--- src/hw/acc_alu_pkg.sv ---
// Purpose: shared constants and types for the accumulator add/and slice
// Assumes: 8-bit datapath, one clock domain
// Notes:   operation codes are local to this block
package acc_alu_pkg;
    localparam int unsigned DATA_W = 8;
    localparam logic [7:0] WORK_RESET = 8'h00;
    localparam int unsigned NIBBLE_W = 4;

    typedef enum logic [2:0]
    {
        OP_NONE      = 3'h0,
        OP_SUM_MEM   = 3'h1,
        OP_AND_REG   = 3'h3,
        OP_AND_IMM   = 3'h2,
        OP_AND_MEM   = 3'h6,
        // working register loaded from the immediate by this slice
        OP_LOAD_WORK = 3'h4
    } alu_op_t;

    // flag vector layout
    localparam int unsigned FLAG_C  = 0;
    localparam int unsigned FLAG_AC = 1;
    localparam int unsigned FLAG_Z  = 2;
    localparam int unsigned FLAG_OV = 3;
    localparam logic [3:0] FLAGS_RESET = 4'h0;
endpackage

--- src/hw/alu_result_if.sv ---
// Purpose: carries the combinational result from acc_alu_core to the datapath
// Assumes: one producer, one consumer
// Notes:   flags carry the full new candidate values
interface alu_result_if;
    logic [7:0] result;
    logic       carry;
    logic       half_carry;
    logic       wrap;
    modport producer (output result, output carry, output half_carry, output wrap);
    modport consumer (input result, input carry, input half_carry, input wrap);
endinterface

--- src/hw/acc_alu_core.sv ---
// Purpose: combinational add / and of the working register with an operand
// Assumes: operand already selected by the caller
// Notes:   purely combinational
module acc_alu_core
(
    input  wire logic                  use_sum_i,
    input  wire logic [7:0]            working_i,
    input  wire logic [7:0]            operand_i,
    alu_result_if.producer             res
);
    logic [8:0] full_sum;
    logic [4:0] low_sum;

    always_comb
    begin
        full_sum = {1'b0, working_i} + {1'b0, operand_i};
        low_sum  = {1'b0, working_i[acc_alu_pkg::NIBBLE_W-1:0]} + {1'b0, operand_i[acc_alu_pkg::NIBBLE_W-1:0]};
        if (use_sum_i)
            res.result = full_sum[7:0];
        else
            res.result = working_i & operand_i;
        res.carry      = full_sum[8];
        res.half_carry = low_sum[4];
        // signed wrap: same input signs, different result sign
        res.wrap       = (working_i[7] == operand_i[7]) && (full_sum[7] != working_i[7]);
    end
endmodule // acc_alu_core

--- src/hw/acc_add_and_datapath.sv ---
// Purpose: accumulator add-to-memory and and-family instruction execution
// Assumes: decoder presents one op with its operands for one cycle
// Notes:   memory write-back is a registered strobe with address and data
// Operation
// RULE1: add-to-memory sums working register and memory byte, writes sum to that byte, updates wrap, zero, nibble carry, carry.
// RULE2: and-memory-into-register ands working register with memory byte into working register, zero flag only.
// RULE3: and-immediate ands working register with the immediate into working register, zero flag only.
// RULE4: and-into-memory ands memory byte with working register and writes the result to that byte.
// RULE5: zero flag is set for an all-zero result, cleared otherwise; unlisted flags hold. The code also updates the zero flag for and-into-memory.
module acc_add_and_datapath
#(
    parameter int unsigned ADDR_W = 8
)
(
    input  wire logic                  mclk_i,
    input  wire logic                  rst_b_i,
    input  wire acc_alu_pkg::alu_op_t  op_i,
    input  wire logic [ADDR_W-1:0]     mem_addr_i,
    input  wire logic [7:0]            mem_data_i,
    input  wire logic [7:0]            imm_i,
    output logic [7:0]                 working_register_o,
    output logic                       mem_we_o,
    output logic [ADDR_W-1:0]          mem_waddr_o,
    output logic [7:0]                 mem_wdata_o,
    output logic                       twos_complement_wrap_flag_o,
    output logic                       zero_flag_o,
    output logic                       low_nibble_carry_flag_o,
    output logic                       carry_flag_o
);
    // refuse parameter values the logic cannot serve
    if (ADDR_W < 1 || ADDR_W > 16)
    begin : g_bad_addr_w
        $error("ADDR_W out of range");
    end

    if (acc_alu_pkg::DATA_W != 8)
    begin : g_bad_data_w
        $error("datapath is fixed at one byte");
    end

    if (acc_alu_pkg::NIBBLE_W < 1 || acc_alu_pkg::NIBBLE_W >= acc_alu_pkg::DATA_W)
    begin : g_bad_nibble_w
        $error("nibble carry tap outside the byte");
    end

    if (acc_alu_pkg::FLAG_C > 3 || acc_alu_pkg::FLAG_AC > 3 || acc_alu_pkg::FLAG_Z > 3 || acc_alu_pkg::FLAG_OV > 3)
    begin : g_bad_flag_pos
        $error("flag position outside the flag vector");
    end

    if (acc_alu_pkg::FLAG_C == acc_alu_pkg::FLAG_AC || acc_alu_pkg::FLAG_C == acc_alu_pkg::FLAG_Z
        || acc_alu_pkg::FLAG_C == acc_alu_pkg::FLAG_OV || acc_alu_pkg::FLAG_AC == acc_alu_pkg::FLAG_Z
        || acc_alu_pkg::FLAG_AC == acc_alu_pkg::FLAG_OV || acc_alu_pkg::FLAG_Z == acc_alu_pkg::FLAG_OV)
    begin : g_flag_overlap
        $error("two flags share one position");
    end

    ////////////////////////////////////////////////////////////////////////
    alu_result_if res ();
    logic       fwd_hit;
    logic [7:0] mem_operand;
    logic       use_sum;
    logic [7:0] operand;
    logic       result_zero;

    always_comb
    begin
        // the previous op's write lands only at this edge, so pass its data on
        fwd_hit     = mem_we_o && (mem_waddr_o == mem_addr_i);
        mem_operand = fwd_hit ? mem_wdata_o : mem_data_i;
        use_sum     = (op_i == acc_alu_pkg::OP_SUM_MEM);
        operand     = (op_i == acc_alu_pkg::OP_AND_IMM) ? imm_i : mem_operand;
    end

    acc_alu_core u_core
    (
        .use_sum_i (use_sum),
        .working_i (working_register_o),
        .operand_i (operand),
        .res       (res)
    );

    ////////////////////////////////////////////////////////////////////////
    // zero detect on the shared result
    always_comb
    begin
        result_zero = (res.result == 8'h00); // RULE5
    end

    ////////////////////////////////////////////////////////////////////////
    // working register
    logic [7:0] next_working;

    always_comb
    begin
        next_working = working_register_o;
        case (op_i)
            acc_alu_pkg::OP_AND_REG,
            acc_alu_pkg::OP_AND_IMM:
            begin
                next_working = res.result; // RULE2 RULE3
            end
            acc_alu_pkg::OP_LOAD_WORK:
            begin
                // without this the and ops could never see a set bit
                next_working = imm_i;
            end
            default:
            begin
                next_working = working_register_o;
            end
        endcase
    end

    always_ff @(posedge mclk_i or negedge rst_b_i)
    begin
        if (!rst_b_i)
        begin
            working_register_o <= acc_alu_pkg::WORK_RESET;
        end
        else
        begin
            working_register_o <= next_working;
        end
    end

    ////////////////////////////////////////////////////////////////////////
    // memory write port
    logic              next_we;
    logic [ADDR_W-1:0] next_waddr;
    logic [7:0]        next_wdata;

    always_comb
    begin
        next_we    = 1'b0;
        next_waddr = mem_waddr_o;
        next_wdata = mem_wdata_o;
        case (op_i)
            acc_alu_pkg::OP_SUM_MEM,
            acc_alu_pkg::OP_AND_MEM:
            begin
                next_we    = 1'b1; // RULE1 RULE4
                next_waddr = mem_addr_i; // RULE1 RULE4
                next_wdata = res.result; // RULE1 RULE4
            end
            default:
            begin
                next_we = 1'b0;
            end
        endcase
    end

    always_ff @(posedge mclk_i or negedge rst_b_i)
    begin
        if (!rst_b_i)
        begin
            mem_we_o    <= 1'b0;
            mem_waddr_o <= '0;
            mem_wdata_o <= 8'h00;
        end
        else
        begin
            mem_we_o    <= next_we;
            mem_waddr_o <= next_waddr;
            mem_wdata_o <= next_wdata;
        end
    end

    ////////////////////////////////////////////////////////////////////////
    // status flags, each output its own flip-flop
    logic [3:0] flags;
    logic [3:0] next_flags;

    always_comb
    begin
        flags                       = '0;
        flags[acc_alu_pkg::FLAG_OV] = twos_complement_wrap_flag_o;
        flags[acc_alu_pkg::FLAG_Z]  = zero_flag_o;
        flags[acc_alu_pkg::FLAG_AC] = low_nibble_carry_flag_o;
        flags[acc_alu_pkg::FLAG_C]  = carry_flag_o;
    end

    always_comb
    begin
        next_flags = flags; // RULE5
        case (op_i)
            acc_alu_pkg::OP_SUM_MEM:
            begin
                next_flags[acc_alu_pkg::FLAG_OV] = res.wrap; // RULE1
                next_flags[acc_alu_pkg::FLAG_AC] = res.half_carry; // RULE1
                next_flags[acc_alu_pkg::FLAG_C]  = res.carry; // RULE1
                next_flags[acc_alu_pkg::FLAG_Z]  = result_zero; // RULE1 RULE5
            end
            acc_alu_pkg::OP_AND_REG,
            acc_alu_pkg::OP_AND_IMM,
            acc_alu_pkg::OP_AND_MEM:
            begin
                // and-into-memory has no flag list of its own; zero follows the and family
                next_flags[acc_alu_pkg::FLAG_Z] = result_zero; // RULE2 RULE3 RULE5
            end
            default:
            begin
                next_flags = flags;
            end
        endcase
    end

    always_ff @(posedge mclk_i or negedge rst_b_i)
    begin
        if (!rst_b_i)
        begin
            twos_complement_wrap_flag_o <= acc_alu_pkg::FLAGS_RESET[acc_alu_pkg::FLAG_OV];
            zero_flag_o                 <= acc_alu_pkg::FLAGS_RESET[acc_alu_pkg::FLAG_Z];
            low_nibble_carry_flag_o     <= acc_alu_pkg::FLAGS_RESET[acc_alu_pkg::FLAG_AC];
            carry_flag_o                <= acc_alu_pkg::FLAGS_RESET[acc_alu_pkg::FLAG_C];
        end
        else
        begin
            twos_complement_wrap_flag_o <= next_flags[acc_alu_pkg::FLAG_OV];
            zero_flag_o                 <= next_flags[acc_alu_pkg::FLAG_Z];
            low_nibble_carry_flag_o     <= next_flags[acc_alu_pkg::FLAG_AC];
            carry_flag_o                <= next_flags[acc_alu_pkg::FLAG_C];
        end
    end
endmodule // acc_add_and_datapath

--- config.mk ---
export PLATFORM = sky130hd
export DESIGN_NAME = acc_add_and_datapath
export DESIGN_NICKNAME = d
export VERILOG_FILES = /design/src/hw/acc_alu_pkg.sv /design/src/hw/alu_result_if.sv /design/src/hw/acc_alu_core.sv /design/src/hw/acc_add_and_datapath.sv
export SDC_FILE = /design/constraint.sdc
export NUM_CORES = 1
export LEC_CHECK = 0
export BUFFER_PORTS_ARGS = -buffer_cell sky130_fd_sc_hd__clkbuf_2
export CAP_MARGIN = 30
export CORE_AREA = 2 2 65 67
export CTS_CLUSTER_SIZE = 28
export DETAILED_ROUTE_END_ITERATION = 10
export DIE_AREA = 0 0 67 69
export PLACE_DENSITY = 0.87
export SLEW_MARGIN = 25
export SYNTH_ARGS = -nofsm -noshare
export SYNTH_HDL_FRONTEND = slang
export SYNTH_SLANG_ARGS = --single-unit
--- constraint.sdc ---
create_clock -name mclk_i -period 4.3 [get_ports mclk_i]
set_input_delay 0.43 -clock mclk_i [delete_from_list [all_inputs] [get_ports mclk_i]]
set_output_delay 0.43 -clock mclk_i [all_outputs]
set_load 0.05 [all_outputs]
### After elaboration in Yosys (flattened, before gate mapping)

Index checks and enable logic that the tools add are counted.

* output and inout bits: 29
* input port bits: 29
* bits in registers: 29

* multiplexer cells: 5
* reductions and logical operators: 7
* equal/unequal tests: 8
* add/sub/neg operators: 2
* bitwise gates (word level): 1

Operators by type and width (count)
* $mux W8: 3
* $pmux W8 S2: 1
* $add A8 B8 Y9: 1
* $and A8 B8 Y8: 1
* $eq A8 B8 Y1: 1
* $logic_not A8 Y1: 1
* $eq A3 B2 Y1 const B: 2
* $eq A3 B3 Y1 const B: 2
* $add A4 B4 Y5: 1
* $reduce_or A2 Y1: 2
* $reduce_or A4 Y1: 1
* $eq A3 B1 Y1 const B: 1
* $logic_and A1 B1 Y1: 2
* $reduce_bool A2 Y1: 1
* $eq A1 B1 Y1: 1
* $mux W1: 1
* $ne A1 B1 Y1: 1

### Depth between registers and ports, before layout

Gate-level depths: netlist (run 1).

* word-level depth: 7
* gate-level depth with buffers: 15

### Hierarchy

Synthesis (run 1) repeated with hierarchy kept, for this count alone.

* cells, all modules: 221
* area total of the unflattened synthesis: 2210.9 µm²

By module, submodules not included
* acc_add_and_datapath: cells an instance 155, sequential area each 725.7 µm², instances 1, area each 1710.4 µm²
* acc_alu_core: cells an instance 66, sequential area each 0.0 µm², instances 1, area each 500.5 µm²

### Worst setup path before layout (run 1)

OpenSTA, ideal clock, no wires.

* kind: reg2reg
* start point: register mem_waddr_o[5]
* end point: register zero_flag_o
* path slack: 667 ps
* stages on the path, launching flop included: 16
* buffers on the path: 0
* library setup time: 110 ps
* arrival: 3522 ps
* cell sequence: dfrtp_1 xor2_1 nor4_2 nand3_1 nor4_4 mux2i_1 o21ai_0 ha_1 inv_1 fa_1 nor2b_1 o221a_2 nor2_1 a22oi_1 nand3_1 o41ai_1

* word-level cells in the longest chain between the ends: 7

RTL lines
* start: declaration: line acc_add_and_datapath.sv:23 `output logic [ADDR_W-1:0] mem_waddr_o,`
* start signal: assignment: line acc_add_and_datapath.sv:164 `mem_waddr_o <= next_waddr;`
* $eq A8 B8 Y1 (*): line acc_add_and_datapath.sv:69 `fwd_hit = mem_we_o && (mem_waddr_o == mem_addr_i);`
* $logic_and A1 B1 Y1 (*): line acc_add_and_datapath.sv:69
* $mux W8 (*): line acc_add_and_datapath.sv:70 `mem_operand = fwd_hit ? mem_wdata_o : mem_data_i;`
* $mux W8 (*): line acc_add_and_datapath.sv:72 `operand = (op_i == acc_alu_pkg::OP_AND_IMM) ? imm_i : mem_operand;`
* $add A8 B8 Y9 or $and A8 B8 Y8 (tied branches): line acc_alu_core.sv:16, acc_alu_core.sv:21
* $mux W8 (*): line acc_alu_core.sv:18 `if (use_sum_i)`
* $logic_not A8 Y1 (*): line acc_add_and_datapath.sv:87 `result_zero = (res.result == 8'h00);`
* end signal: assignment: line acc_add_and_datapath.sv:213 `zero_flag_o <= acc_alu_pkg::FLAGS_RESET[acc_alu_pkg::FLAG_Z];`
* end signal: assignment: line acc_add_and_datapath.sv:220 `zero_flag_o <= next_flags[acc_alu_pkg::FLAG_Z];`
* end: declaration: line acc_add_and_datapath.sv:26 `output logic zero_flag_o,`

Mark *: on every way between the ends. The rest lies on a longest branch, timed or not.
A chain may end at the register's enable or synchronous reset.

### Final worst setup path (run 1)

Ends and elaborated chain as after synthesis.

==> metrics.txt, run 1 <==
Final Instance Area=2370 um2; critical path, cell by cell=xor2_1 > nor4_2 > nand3_1 > nor4_4 > buf_4 > mux2i_1 > o21ai_2 > ha_1 > a211oi_1 > o31ai_1 > a31oi_1 > xor2_1 > o21ai_0 > o41ai_1; grt peak-use layer=met2; Clock Skews=about 0.0045 ns; Clk Latency, worst-skew pair=roughly 0.29 ns; M2 GR Usage=36.4%; f_max=roughly 0.27 GHz; most frequent cells in the layout=57 x clkbuf_2, 29 x dfrtp_1, 20 x nand2_1; DRT iter0 DRCs=between 150 and 200; Seq/Total Area, Yosys=37.4%; fillers=~360; drc violations=0; Power Density=roughly 450 nW/um2; CTS tree=done; Post-synth EDFFs=0; dominant synthesized flop cell=dfrtp_1; DIE WIDTH=~67 um; Critical Path Fanout Max=8; WL per Instance=15.4 um; Power, Total=0.00107 W; largest net degree at the start of global routing=30; post-route clock period utilization=85.6%; Final Hold Viols=0; most common cell after layout, fill and taps aside=clkbuf_2; Die Ht=69 um; FP Rows=23; Starting Density=approximately 50%; nets=301; cell mode on critical path=xor2_1; Worst EP required=about 4.5 ns; Post-CTS Hold Buffers=0; I/O pin count=58; Die ar.=roughly 4600 um2; Post-Synthesis Cell Area=about 1900 um2; synth warn=0; clk sinks=29; placed cell area=roughly 2300 um2; antenna violations before repair=0; Synth Area per Inst=approximately 9.5 um2; post-detail-place hpwl=roughly 3.6 mm; grt ovf=0; setup violators final=0; number of diodes=0; Longest Clk Path Bufs=2; gr usage total=22.7%; Peak supply drop=roughly 0.00021 V; grt met1 use=around 29%; IO Port Bufs=57; Area Growth Syn to Fin=22.0%; Storage cell area=726 um2; first-pass GRT wire length=roughly 8.0 mm; Syn Inst Count=between 200 and 250; vias per cell=5.62; Yosys reg bits=29; CP max stage cell=dfrtp_1; met3 Use GR=about 4.4%; layout cells sized above 1=between 30% and 40%; CP Data Arrival Time=between 3 and 4 ns; Crit. End Element=register; Clock transition at path regs=0.07 ns; Critical Path Max Stage Delay=0.40 ns; Final Max Slew Viols=0; min-delay worst type=in -> async; Tmin final=around 3.7 ns; Slew HR=about 50%; final wirelength=between 4 and 5 mm; GPL Wtd Cong=between 0.9 and 1; Layout Cells excl Fill=314; Post-Place Cells=306; area of the multi-input gates=between 1000 and 1500 um2; H-tree depth=2; post-synth net total=around 240; CP Class=reg -> reg; Yosys cell types=39; CORE AREA=3910 um2; setup TNS=0 ns; PostCTS Resize Cnt=0; DR pass1 iterations=4; RSZ-0062 raised after global routing=no; Bufs and invs on worst path=1; Async SR Flop Fraction=100%; status=finished, final reports clean; CP top delay family=compound AO/OA/AOI/OAI gates; via count=1764; clock root cell=clkbuf_8; postcts setup bufs=0; post-route antenna net violation count=0; leakage power=1.13 nW; number of global-route vias before repair=around 1700; worst-margin pin slew=around 0.75 ns; # Max-Cap Violations=0; crit path launch type=register; CTS Buf Count=5
[final timing paths]
path	startpoint	slack, ns	cells after the start	end
max	mem_waddr_o[5]	0.62	14	zero_flag_o
min	rst_b_i	0.20	1	mem_waddr_o[5]
max reg2reg	mem_waddr_o[5]	0.62	14	zero_flag_o
min reg2reg	zero_flag_o	0.48	2	zero_flag_o
max in group asynchronous	rst_b_i	3.63	1	mem_waddr_o[7]
min in group mclk_i	mem_addr_i[2]	0.40	2	mem_waddr_o[2]
[report_power, final]
group          switching [W]  total, W  internal (W)  leakage (nW)
combinational       0.000336  0.000483      0.000147         0.729
clock               0.000109  0.000221      0.000112        0.0450
sequential         0.0000435  0.000367      0.000324         0.352
total               0.000489   0.00107      0.000582          1.13
[registers in the layout (all words and copies together) (netlist names)]
signal	cells
carry_flag_o	1
low_nibble_carry_flag_o	1
mem_waddr_o	8
mem_wdata_o	8
mem_we_o	1
twos_complement_wrap_flag_o	1
working_register_o	8
zero_flag_o	1
[kinds of logic after synthesis]
kind of cell,count (synthesis),synth area share [%]
AO/OA/AOI/OAI,50,15.8
buffers and inverters,16,3.09
flip-flops,29,37.4
XOR/XNOR,13,5.87
AND/OR/NAND/NOR,54,13.6
multiplexers,33,18.1
adder cells (fa/ha/maj),9,6.19
[metal layers]
layer / share of wire (%) / vias up / wire length, um
met1: 43 / 833 / 2070
met3: 4.9 / 12 / 236
met5: 0 / - / 0
met4: 2.5 / 0 / 120
met2: 50 / 66 / 2400
li1: - / 853 / -
[cell usage after synthesis (3+ instances only)]
library cell,n,area [um2]
o21ai_0,18,90.1
xor2_1,11,96.3
dfrtp_1,29,726
mux2i_1,17,170
ha_1,8,100
nor2_1,17,63.8
a31oi_1,3,18.8
nand2_1,20,75.1
o21a_1,3,22.5
a21oi_1,11,55.1
nand3_1,4,20.0
nand2b_1,4,25.0
inv_1,6,22.5
clkbuf_1,8,30.0
mux2_2,16,180
[through the flow]
| step | hold slack [ns] | setup slack (ns) | util [%] |
|---|---|---|---|
| global route | 0.256 | 0.411 | 60.5 |
| floorplan | 0.134 | 0.667 | - |
| finish | 0.197 | 0.619 | 60.5 |
| detailed placement | 0.466 | 0.497 | 58.4 |
| CTS | 0.222 | 0.634 | 60.5 |
| global placement | 0.465 | 0.663 | 58.4 |
[cell type report]
cell class / instances / area share [%]
clock buffers: 6 / 3.07
well taps: 50 / 2.64
clock inverters: 2 / 0.423
repair buffers: 61 / 13.3
inverters: 7 / 1.11
multi-input cells: 159 / 48.8
flip-flops and latches: 29 / 30.7
No activity file was read; power rests on OpenSTA's default activity.
==> run 2, diff against run 1 <==
--- a/config.mk
+++ b/config.mk
@@ -12,5 +12,5 @@
 export DETAILED_ROUTE_END_ITERATION = 10
 export DIE_AREA = 0 0 67 69
-export PLACE_DENSITY = 0.87
+export PLACE_DENSITY = 0.74
 export SLEW_MARGIN = 25
 export SYNTH_ARGS = -nofsm -noshare
==> constraint.sdc (replaced) <==
create_clock -name mclk_i -period 4.3 [get_ports mclk_i]
set_input_delay 0.43 -clock mclk_i [delete_from_list [all_inputs] [get_ports mclk_i]]
set_output_delay 0.43 -clock mclk_i [all_outputs]
set_load 0.02 [all_outputs]
==> run 2 against run 1 <==
  * Critical path depth grew 2
  * Power shrank 11%
  * Largest cell class unchanged
  * Core utilization did not move
  * First-iteration DRC count decreased by 41%
  * Via count is 0.91% lower
  * Wire length shrank 1.1%
  * Global-route usage shrank 0.83 points
  * Critical path type unchanged
==> metrics.txt, run 2 (synthesized netlist as in run 1, its figures left out) <==
Critical Path Max Stage Delay=0.40 ns (about the same); most frequent cells in the layout=57 x clkbuf_2, 29 x dfrtp_1, 20 x nand2_1 (unchanged); WL per Instance=15.2 um (was 15.4 um); setup ws final=0.714 ns (was 0.619 ns); Clock transition at path regs=0.07 ns (about the same); Area Growth Syn to Fin=22.0% (unchanged); I/O pin count=58 (unchanged); Sw Ratio=38.9% (was 45.6%); Clk Latency, worst-skew pair=0.28 ns (was 0.29 ns); layout cells sized above 1=34.1% (unchanged); Finished Core Util=60.5% (unchanged); nets=301 (unchanged); status=finished, final reports clean (unchanged); first-pass GRT wire length=7.91 mm (was 8.05 mm); crit path launch type=register (unchanged); Slew HR=51.0% (was 50.1%); largest net degree at the start of global routing=30 (unchanged); Final Instance Area=2370 um2 (unchanged); Power Density=403 nW/um2 (was 453 nW/um2); gr usage total=21.8% (was 22.7%); Starting Density=49.6% (unchanged); setup violators final=0 (unchanged); CP top delay family=compound AO/OA/AOI/OAI gates (unchanged); Clock Skews=0.00443 ns (was 0.00451 ns); post-route clock period utilization=83.4% (was 85.6%); Tmin final=3.59 ns (was 3.68 ns); Bufs and invs on worst path=2 (was 1); FP Rows=23 (unchanged); via count=1748 (was 1764); Peak supply drop=0.000244 V (was 0.000214 V); worst-margin pin slew=0.735 ns (was 0.748 ns); Placement Setup Slack=0.578 ns (was 0.497 ns); grt ovf=0 (unchanged); PostCTS Resize Cnt=0 (unchanged); P_sw=0.000371 W (was 0.000489 W); final wirelength=4.78 mm (was 4.83 mm); IO Port Bufs=57 (unchanged); GPL Wtd Cong=0.886 (was 0.907); critical path, cell by cell=xor2_1 > nor4_2 > nand3_1 > nor4_4 > buf_4 > mux2i_1 > o21ai_0 > ha_1 > inv_1 > fa_1 > nor2b_1 > o221a_2 > nor2_1 > a22oi_1 > nand3_1 > o41ai_1 (was xor2_1 > nor4_2 > nand3_1 > nor4_4 > buf_4 > mux2i_1 > o21ai_2 > ha_1 > a211oi_1 > o31ai_1 > a31oi_1 > xor2_1 > o21ai_0 > o41ai_1); DRT iter0 DRCs=110 (was 188); Post-CTS Hold Buffers=0 (unchanged); Int Pwr=0.000582 W (about the same); vias per cell=5.57 (was 5.62); post-detail-place hpwl=3.61 mm (was 3.63 mm); clock share of power=23.4% (was 20.7%); Die ar.=4620 um2 (unchanged); clk sinks=29 (unchanged); CTS tree=done (unchanged); RSZ-0062 raised after global routing=no (unchanged); antenna violations before repair=0 (unchanged); CORE AREA=3910 um2 (unchanged); CP Data Arrival Time=3.76 ns (was 3.86 ns); Longest Clk Path Bufs=2 (unchanged); most common cell after layout, fill and taps aside=clkbuf_2 (unchanged); number of global-route vias before repair=1700 (was 1712); Critical Path Fanout Max=8 (unchanged); postcts setup bufs=0 (unchanged); DR pass1 iterations=4 (unchanged); min-delay worst type=in -> async (unchanged); DIE WIDTH=67 um (unchanged); Final Max Slew Viols=0 (unchanged); clock root cell=clkbuf_8 (unchanged); # Max-Cap Violations=0 (unchanged); Die Ht=69 um (unchanged); CTS Buf Count=5 (unchanged); fillers=365 (was 355); cell mode on critical path=nand3_1 (was xor2_1); CP startpoint=mem_waddr_o[5] (unchanged); Logic pwr share=38.0% (was 45.1%); Worst EP required=4.47 ns (was 4.48 ns); drc violations=0 (unchanged); Final Hold Viols=0 (unchanged); placed cell area=2280 um2 (unchanged); biggest regs=mem_waddr_o (8), mem_wdata_o (8), working_register_o (8) (unchanged); number of diodes=0 (unchanged); post-route antenna net violation count=0 (unchanged); leakage power=1.13 nW (unchanged); CP max stage cell=dfrtp_1 (unchanged); CP Class=reg -> reg (unchanged); setup TNS=0 ns (unchanged); f_max=0.279 GHz (was 0.272 GHz); H-tree depth=2 (unchanged); sequential share of power=38.6% (was 34.3%); Crit. End Element=register (unchanged); FF-to-FF Start=mem_waddr_o[5] (unchanged)
==> run 2: final timing paths <==
check	end	slack [ns]	depth (start not counted)
min	working_register_o[4]	0.19	1
max reg2reg	zero_flag_o	0.71	16
min reg2reg	twos_complement_wrap_flag_o	0.49	2
max in group asynchronous	mem_wdata_o[0]	3.64	1
max	zero_flag_o	0.71	16
min in group mclk_i	mem_waddr_o[5]	0.40	2
==> run 2: layout make-up <==
class	instances	area (um2)	share of cell area [%]
clock buffers	6	72.6	3.07
clock inverters	2	10.0	0.423
inverters	7	26.3	1.11
multi-input cells	159	1150	48.8
flip-flops and latches	29	726	30.7
well taps	50	62.6	2.64
repair buffers	61	315	13.3
==> run 2: through the flow <==
stage	std cells	hold WS, ns	total power (W)
5_1_grt	314	0.280	0.00101
3_5_place_dp	306	0.480	0.000735
4_1_cts	314	0.239	0.000959
2_1_floorplan	204	0.134	0.000614
6_report	314	0.193	0.000953
3_3_place_gp	306	0.469	0.000726
==> run 2: layer usage <==
layer / GRT usage, % / wire length, um / up-vias
li1: - / - / 851
met5: 0 / 0 / -
met4: 6.35 / 82 / 0
met3: 4.57 / 237 / 8
met1: 29.0 / 2140 / 839
met2: 35.3 / 2310 / 50
==> run 2: worst reg2reg max path: stages (launching register included) <==
cell     delay [ns]
dfrtp_1        0.40
xor2_1         0.16
nor4_2         0.27
nand3_1        0.15
nor4_4         0.14
buf_4          0.22
mux2i_1        0.11
o21ai_0        0.18
ha_1           0.27
inv_1          0.08
fa_1           0.40
nor2b_1        0.16
o221a_2        0.25
nor2_1         0.05
a22oi_1        0.24
nand3_1        0.12
o41ai_1        0.26
==> run 2: power groups by stage <==
stage | Combinational, W | Sequential (W) | Clock, W
finish | 0.000362 | 0.000368 | 0.000223
global route | 0.000395 | 0.000376 | 0.000239
CTS | 0.000365 | 0.000368 | 0.000227
detailed placement | 0.000363 | 0.000373 | 0
global placement | 0.000355 | 0.000370 | 0
floorplan | 0.000185 | 0.000429 | 0
==> run 3, diff against run 2 <==
clock period = 3.45 ns   (was 4.3 ns; I/O delays follow)
==> run 3 against run 2 <==
  * Worst hold slack got worse by 0.084 ns
  * Fmax rose by 9.5%
  * Core utilization rose by 4.6 points
  * Clock-buffer cell count did not move
  * Register-to-register slack got worse by 0.54 ns
  * Via count fell by 0.11%
  * Clock skew rose by 0.0013 ns
  * Critical path type unchanged
==> metrics.txt, run 3 (synthesized netlist as in run 1, its figures left out) <==
clk sinks=29 (unchanged); post-route clock period utilization=94.9% (was 83.4%); FP Rows=23 (unchanged); RSZ-0062 raised after global routing=yes (was no); I/O pin count=58 (unchanged); critical path, cell by cell=xor2_1 > nor4_2 > nand3_1 > nor4_4 > buf_6 > mux2i_2 > o21ai_2 > ha_1 > a211oi_2 > o31ai_4 > a31oi_2 > xor2_1 > o21ai_1 > mux2_2 (was xor2_1 > nor4_2 > nand3_1 > nor4_4 > buf_4 > mux2i_1 > o21ai_0 > ha_1 > inv_1 > fa_1 > nor2b_1 > o221a_2 > nor2_1 > a22oi_1 > nand3_1 > o41ai_1); CORE AREA=3910 um2 (unchanged); reg2reg end=mem_wdata_o[7] (was zero_flag_o); CP max stage cell=dfrtp_1 (unchanged); fillers=337 (was 365); f_max=0.305 GHz (was 0.279 GHz); Die ar.=4620 um2 (unchanged); clock root cell=clkbuf_8 (unchanged); R2R cell count=14 (was 16); DR pass1 iterations=4 (unchanged); # Max-Cap Violations=0 (unchanged); IO Port Bufs=57 (unchanged); final wirelength=4.62 mm (was 4.78 mm); Post-CTS Hold Buffers=0 (unchanged); vias per cell=5.34 (was 5.57); Clock Skews=0.00574 ns (was 0.00443 ns); nets=314 (was 301); Power Density=480 nW/um2 (was 403 nW/um2); min-delay worst type=in -> async (unchanged); CP startpoint=mem_waddr_o[5] (unchanged); Critical Path Max Stage Delay=0.40 ns (about the same); Starting Density=49.6% (unchanged); leakage power=1.22 nW (was 1.13 nW); CP top delay family=compound AO/OA/AOI/OAI gates (unchanged); CP Class=reg -> reg (unchanged); Peak supply drop=0.000282 V (was 0.000244 V); Slew HR=51.4% (was 51.0%); Bufs and invs on worst path=1 (was 2); Layout Cells excl Fill=327 (was 314); Clock transition at path regs=0.06 ns (was 0.07 ns); reg-to-reg slack, setup=0.18 ns (was 0.71 ns); CP Data Arrival Time=3.44 ns (was 3.76 ns); setup violators final=0 (unchanged); gr usage total=21.1% (was 21.8%); Critical Path Fanout Max=6 (was 8); most frequent cells in the layout=57 x clkbuf_2, 29 x dfrtp_1, 20 x nand2_1, 17 x nor2_1 (was 57 x clkbuf_2, 29 x dfrtp_1, 20 x nand2_1); number of global-route vias before repair=1582 (was 1700); CTS Buf Count=5 (unchanged); setup TNS=0 ns (unchanged); antenna violations before repair=0 (unchanged); H-tree depth=2 (unchanged); grt ovf=0 (unchanged); most common cell after layout, fill and taps aside=clkbuf_2 (unchanged); Longest Clk Path Bufs=2 (unchanged); GPL Wtd Cong=0.859 (was 0.886); WL per Instance=14.1 um (was 15.2 um); number of diodes=0 (unchanged); layout cells sized above 1=42.6% (was 34.1%); CTS tree=done (unchanged); post-route antenna net violation count=0 (unchanged); post-detail-place hpwl=3.45 mm (was 3.61 mm); Tmin final=3.27 ns (was 3.59 ns); status=finished, final reports clean (unchanged); Worst EP required=3.61 ns (was 4.47 ns); DRT iter0 DRCs=90 (was 110); largest net degree at the start of global routing=30 (unchanged); Area Growth Syn to Fin=31.3% (was 22.0%); Storage cell area=726 um2 (unchanged); crit path launch type=register (unchanged); area of the multi-input gates=1230 um2 (was 1150 um2); first-pass GRT wire length=7.56 mm (was 7.91 mm); biggest regs=mem_waddr_o (8), mem_wdata_o (8), working_register_o (8) (unchanged); DIE WIDTH=67 um (unchanged); Clk Latency, worst-skew pair=0.28 ns (about the same); drc violations=0 (unchanged); Crit. End Element=register (unchanged); Die Ht=69 um (unchanged); FF-to-FF Start=mem_waddr_o[5] (unchanged); worst-margin pin slew=0.730 ns (was 0.735 ns); via count=1746 (was 1748); cell mode on critical path=xor2_1 (was nand3_1); Final Hold Viols=0 (unchanged); Final Max Slew Viols=0 (unchanged); Post-Place Cells=315 (was 306)
==> run 3: area by class of cell <==
class | instances | share of cell area (%)
clock buffer | 6 | 2.85
clock inverter | 2 | 0.393
inverter | 7 | 1.03
multi-input combinational | 159 | 48.4
sequential | 29 | 28.5
tap | 50 | 2.46
timing repair buffer | 74 | 16.4
==> run 3: repair_timing <==
item / CTS / global route
resized for setup: 1 / 19
pin swaps: 0 / 4
buffers inserted: 0 / 4
setup endpoints to repair: 1 / 9
==> run 3: worst register-to-register path, cell delays in order, from the launching register on <==
cell and delay (ns):
dfrtp_1 0.40, xor2_1 0.15, nor4_2 0.27, nand3_1 0.14, nor4_4 0.17, buf_6 0.18
mux2i_2 0.23, o21ai_2 0.09, ha_1 0.30, a211oi_2 0.36, o31ai_4 0.12, a31oi_2 0.21
xor2_1 0.16, o21ai_1 0.10, mux2_2 0.29
==> run 3: stage by stage <==
step / worst slack [ns] / power, W / hold WS (ns) / util, % / cell area, um2
after floorplan: 0.00555 / 0.000765 / 0.0494 / - / 1940
after global placement: 0.0336 / 0.000914 / 0.447 / 60.1 / 2350
after detailed placement: -0.0632 / 0.000921 / 0.452 / 60.1 / 2350
after CTS: 0.0370 / 0.00120 / 0.144 / 62.3 / 2440
after global routing: -0.0539 / 0.00131 / 0.184 / 65.1 / 2550
final: 0.175 / 0.00122 / 0.109 / 65.1 / 2550
==> run 3: worst max-delay path by stage <==
| stage | endpoint | depth (start not counted) |
|---|---|---|
| floorplan | zero_flag_o | 15 |
| global placement | zero_flag_o | 17 |
| detailed placement | zero_flag_o | 17 |
| CTS | zero_flag_o | 16 |
| global route | zero_flag_o | 14 |
| finish | mem_wdata_o[7] | 14 |
==> run 3: per-layer routing <==
layer  track usage, %  routed length (um)  vias up  part of all wire (%)
li1                 -                   -      879                     -
met5                0                   0        -                     0
met2             32.8                2280       51                    49
met3             5.55                 253        5                   5.5
met1             29.0                2030      811                    44
met4             5.44                  53        0                   1.1
==> run 3: report_power, final <==
group	leakage (nW)	total, W	switching (W)	internal, W
Sequential	0.352	0.000459	0.0000555	0.000404
Combinational	0.818	0.000495	0.000281	0.000214
Clock	0.0450	0.000268	0.000129	0.000139
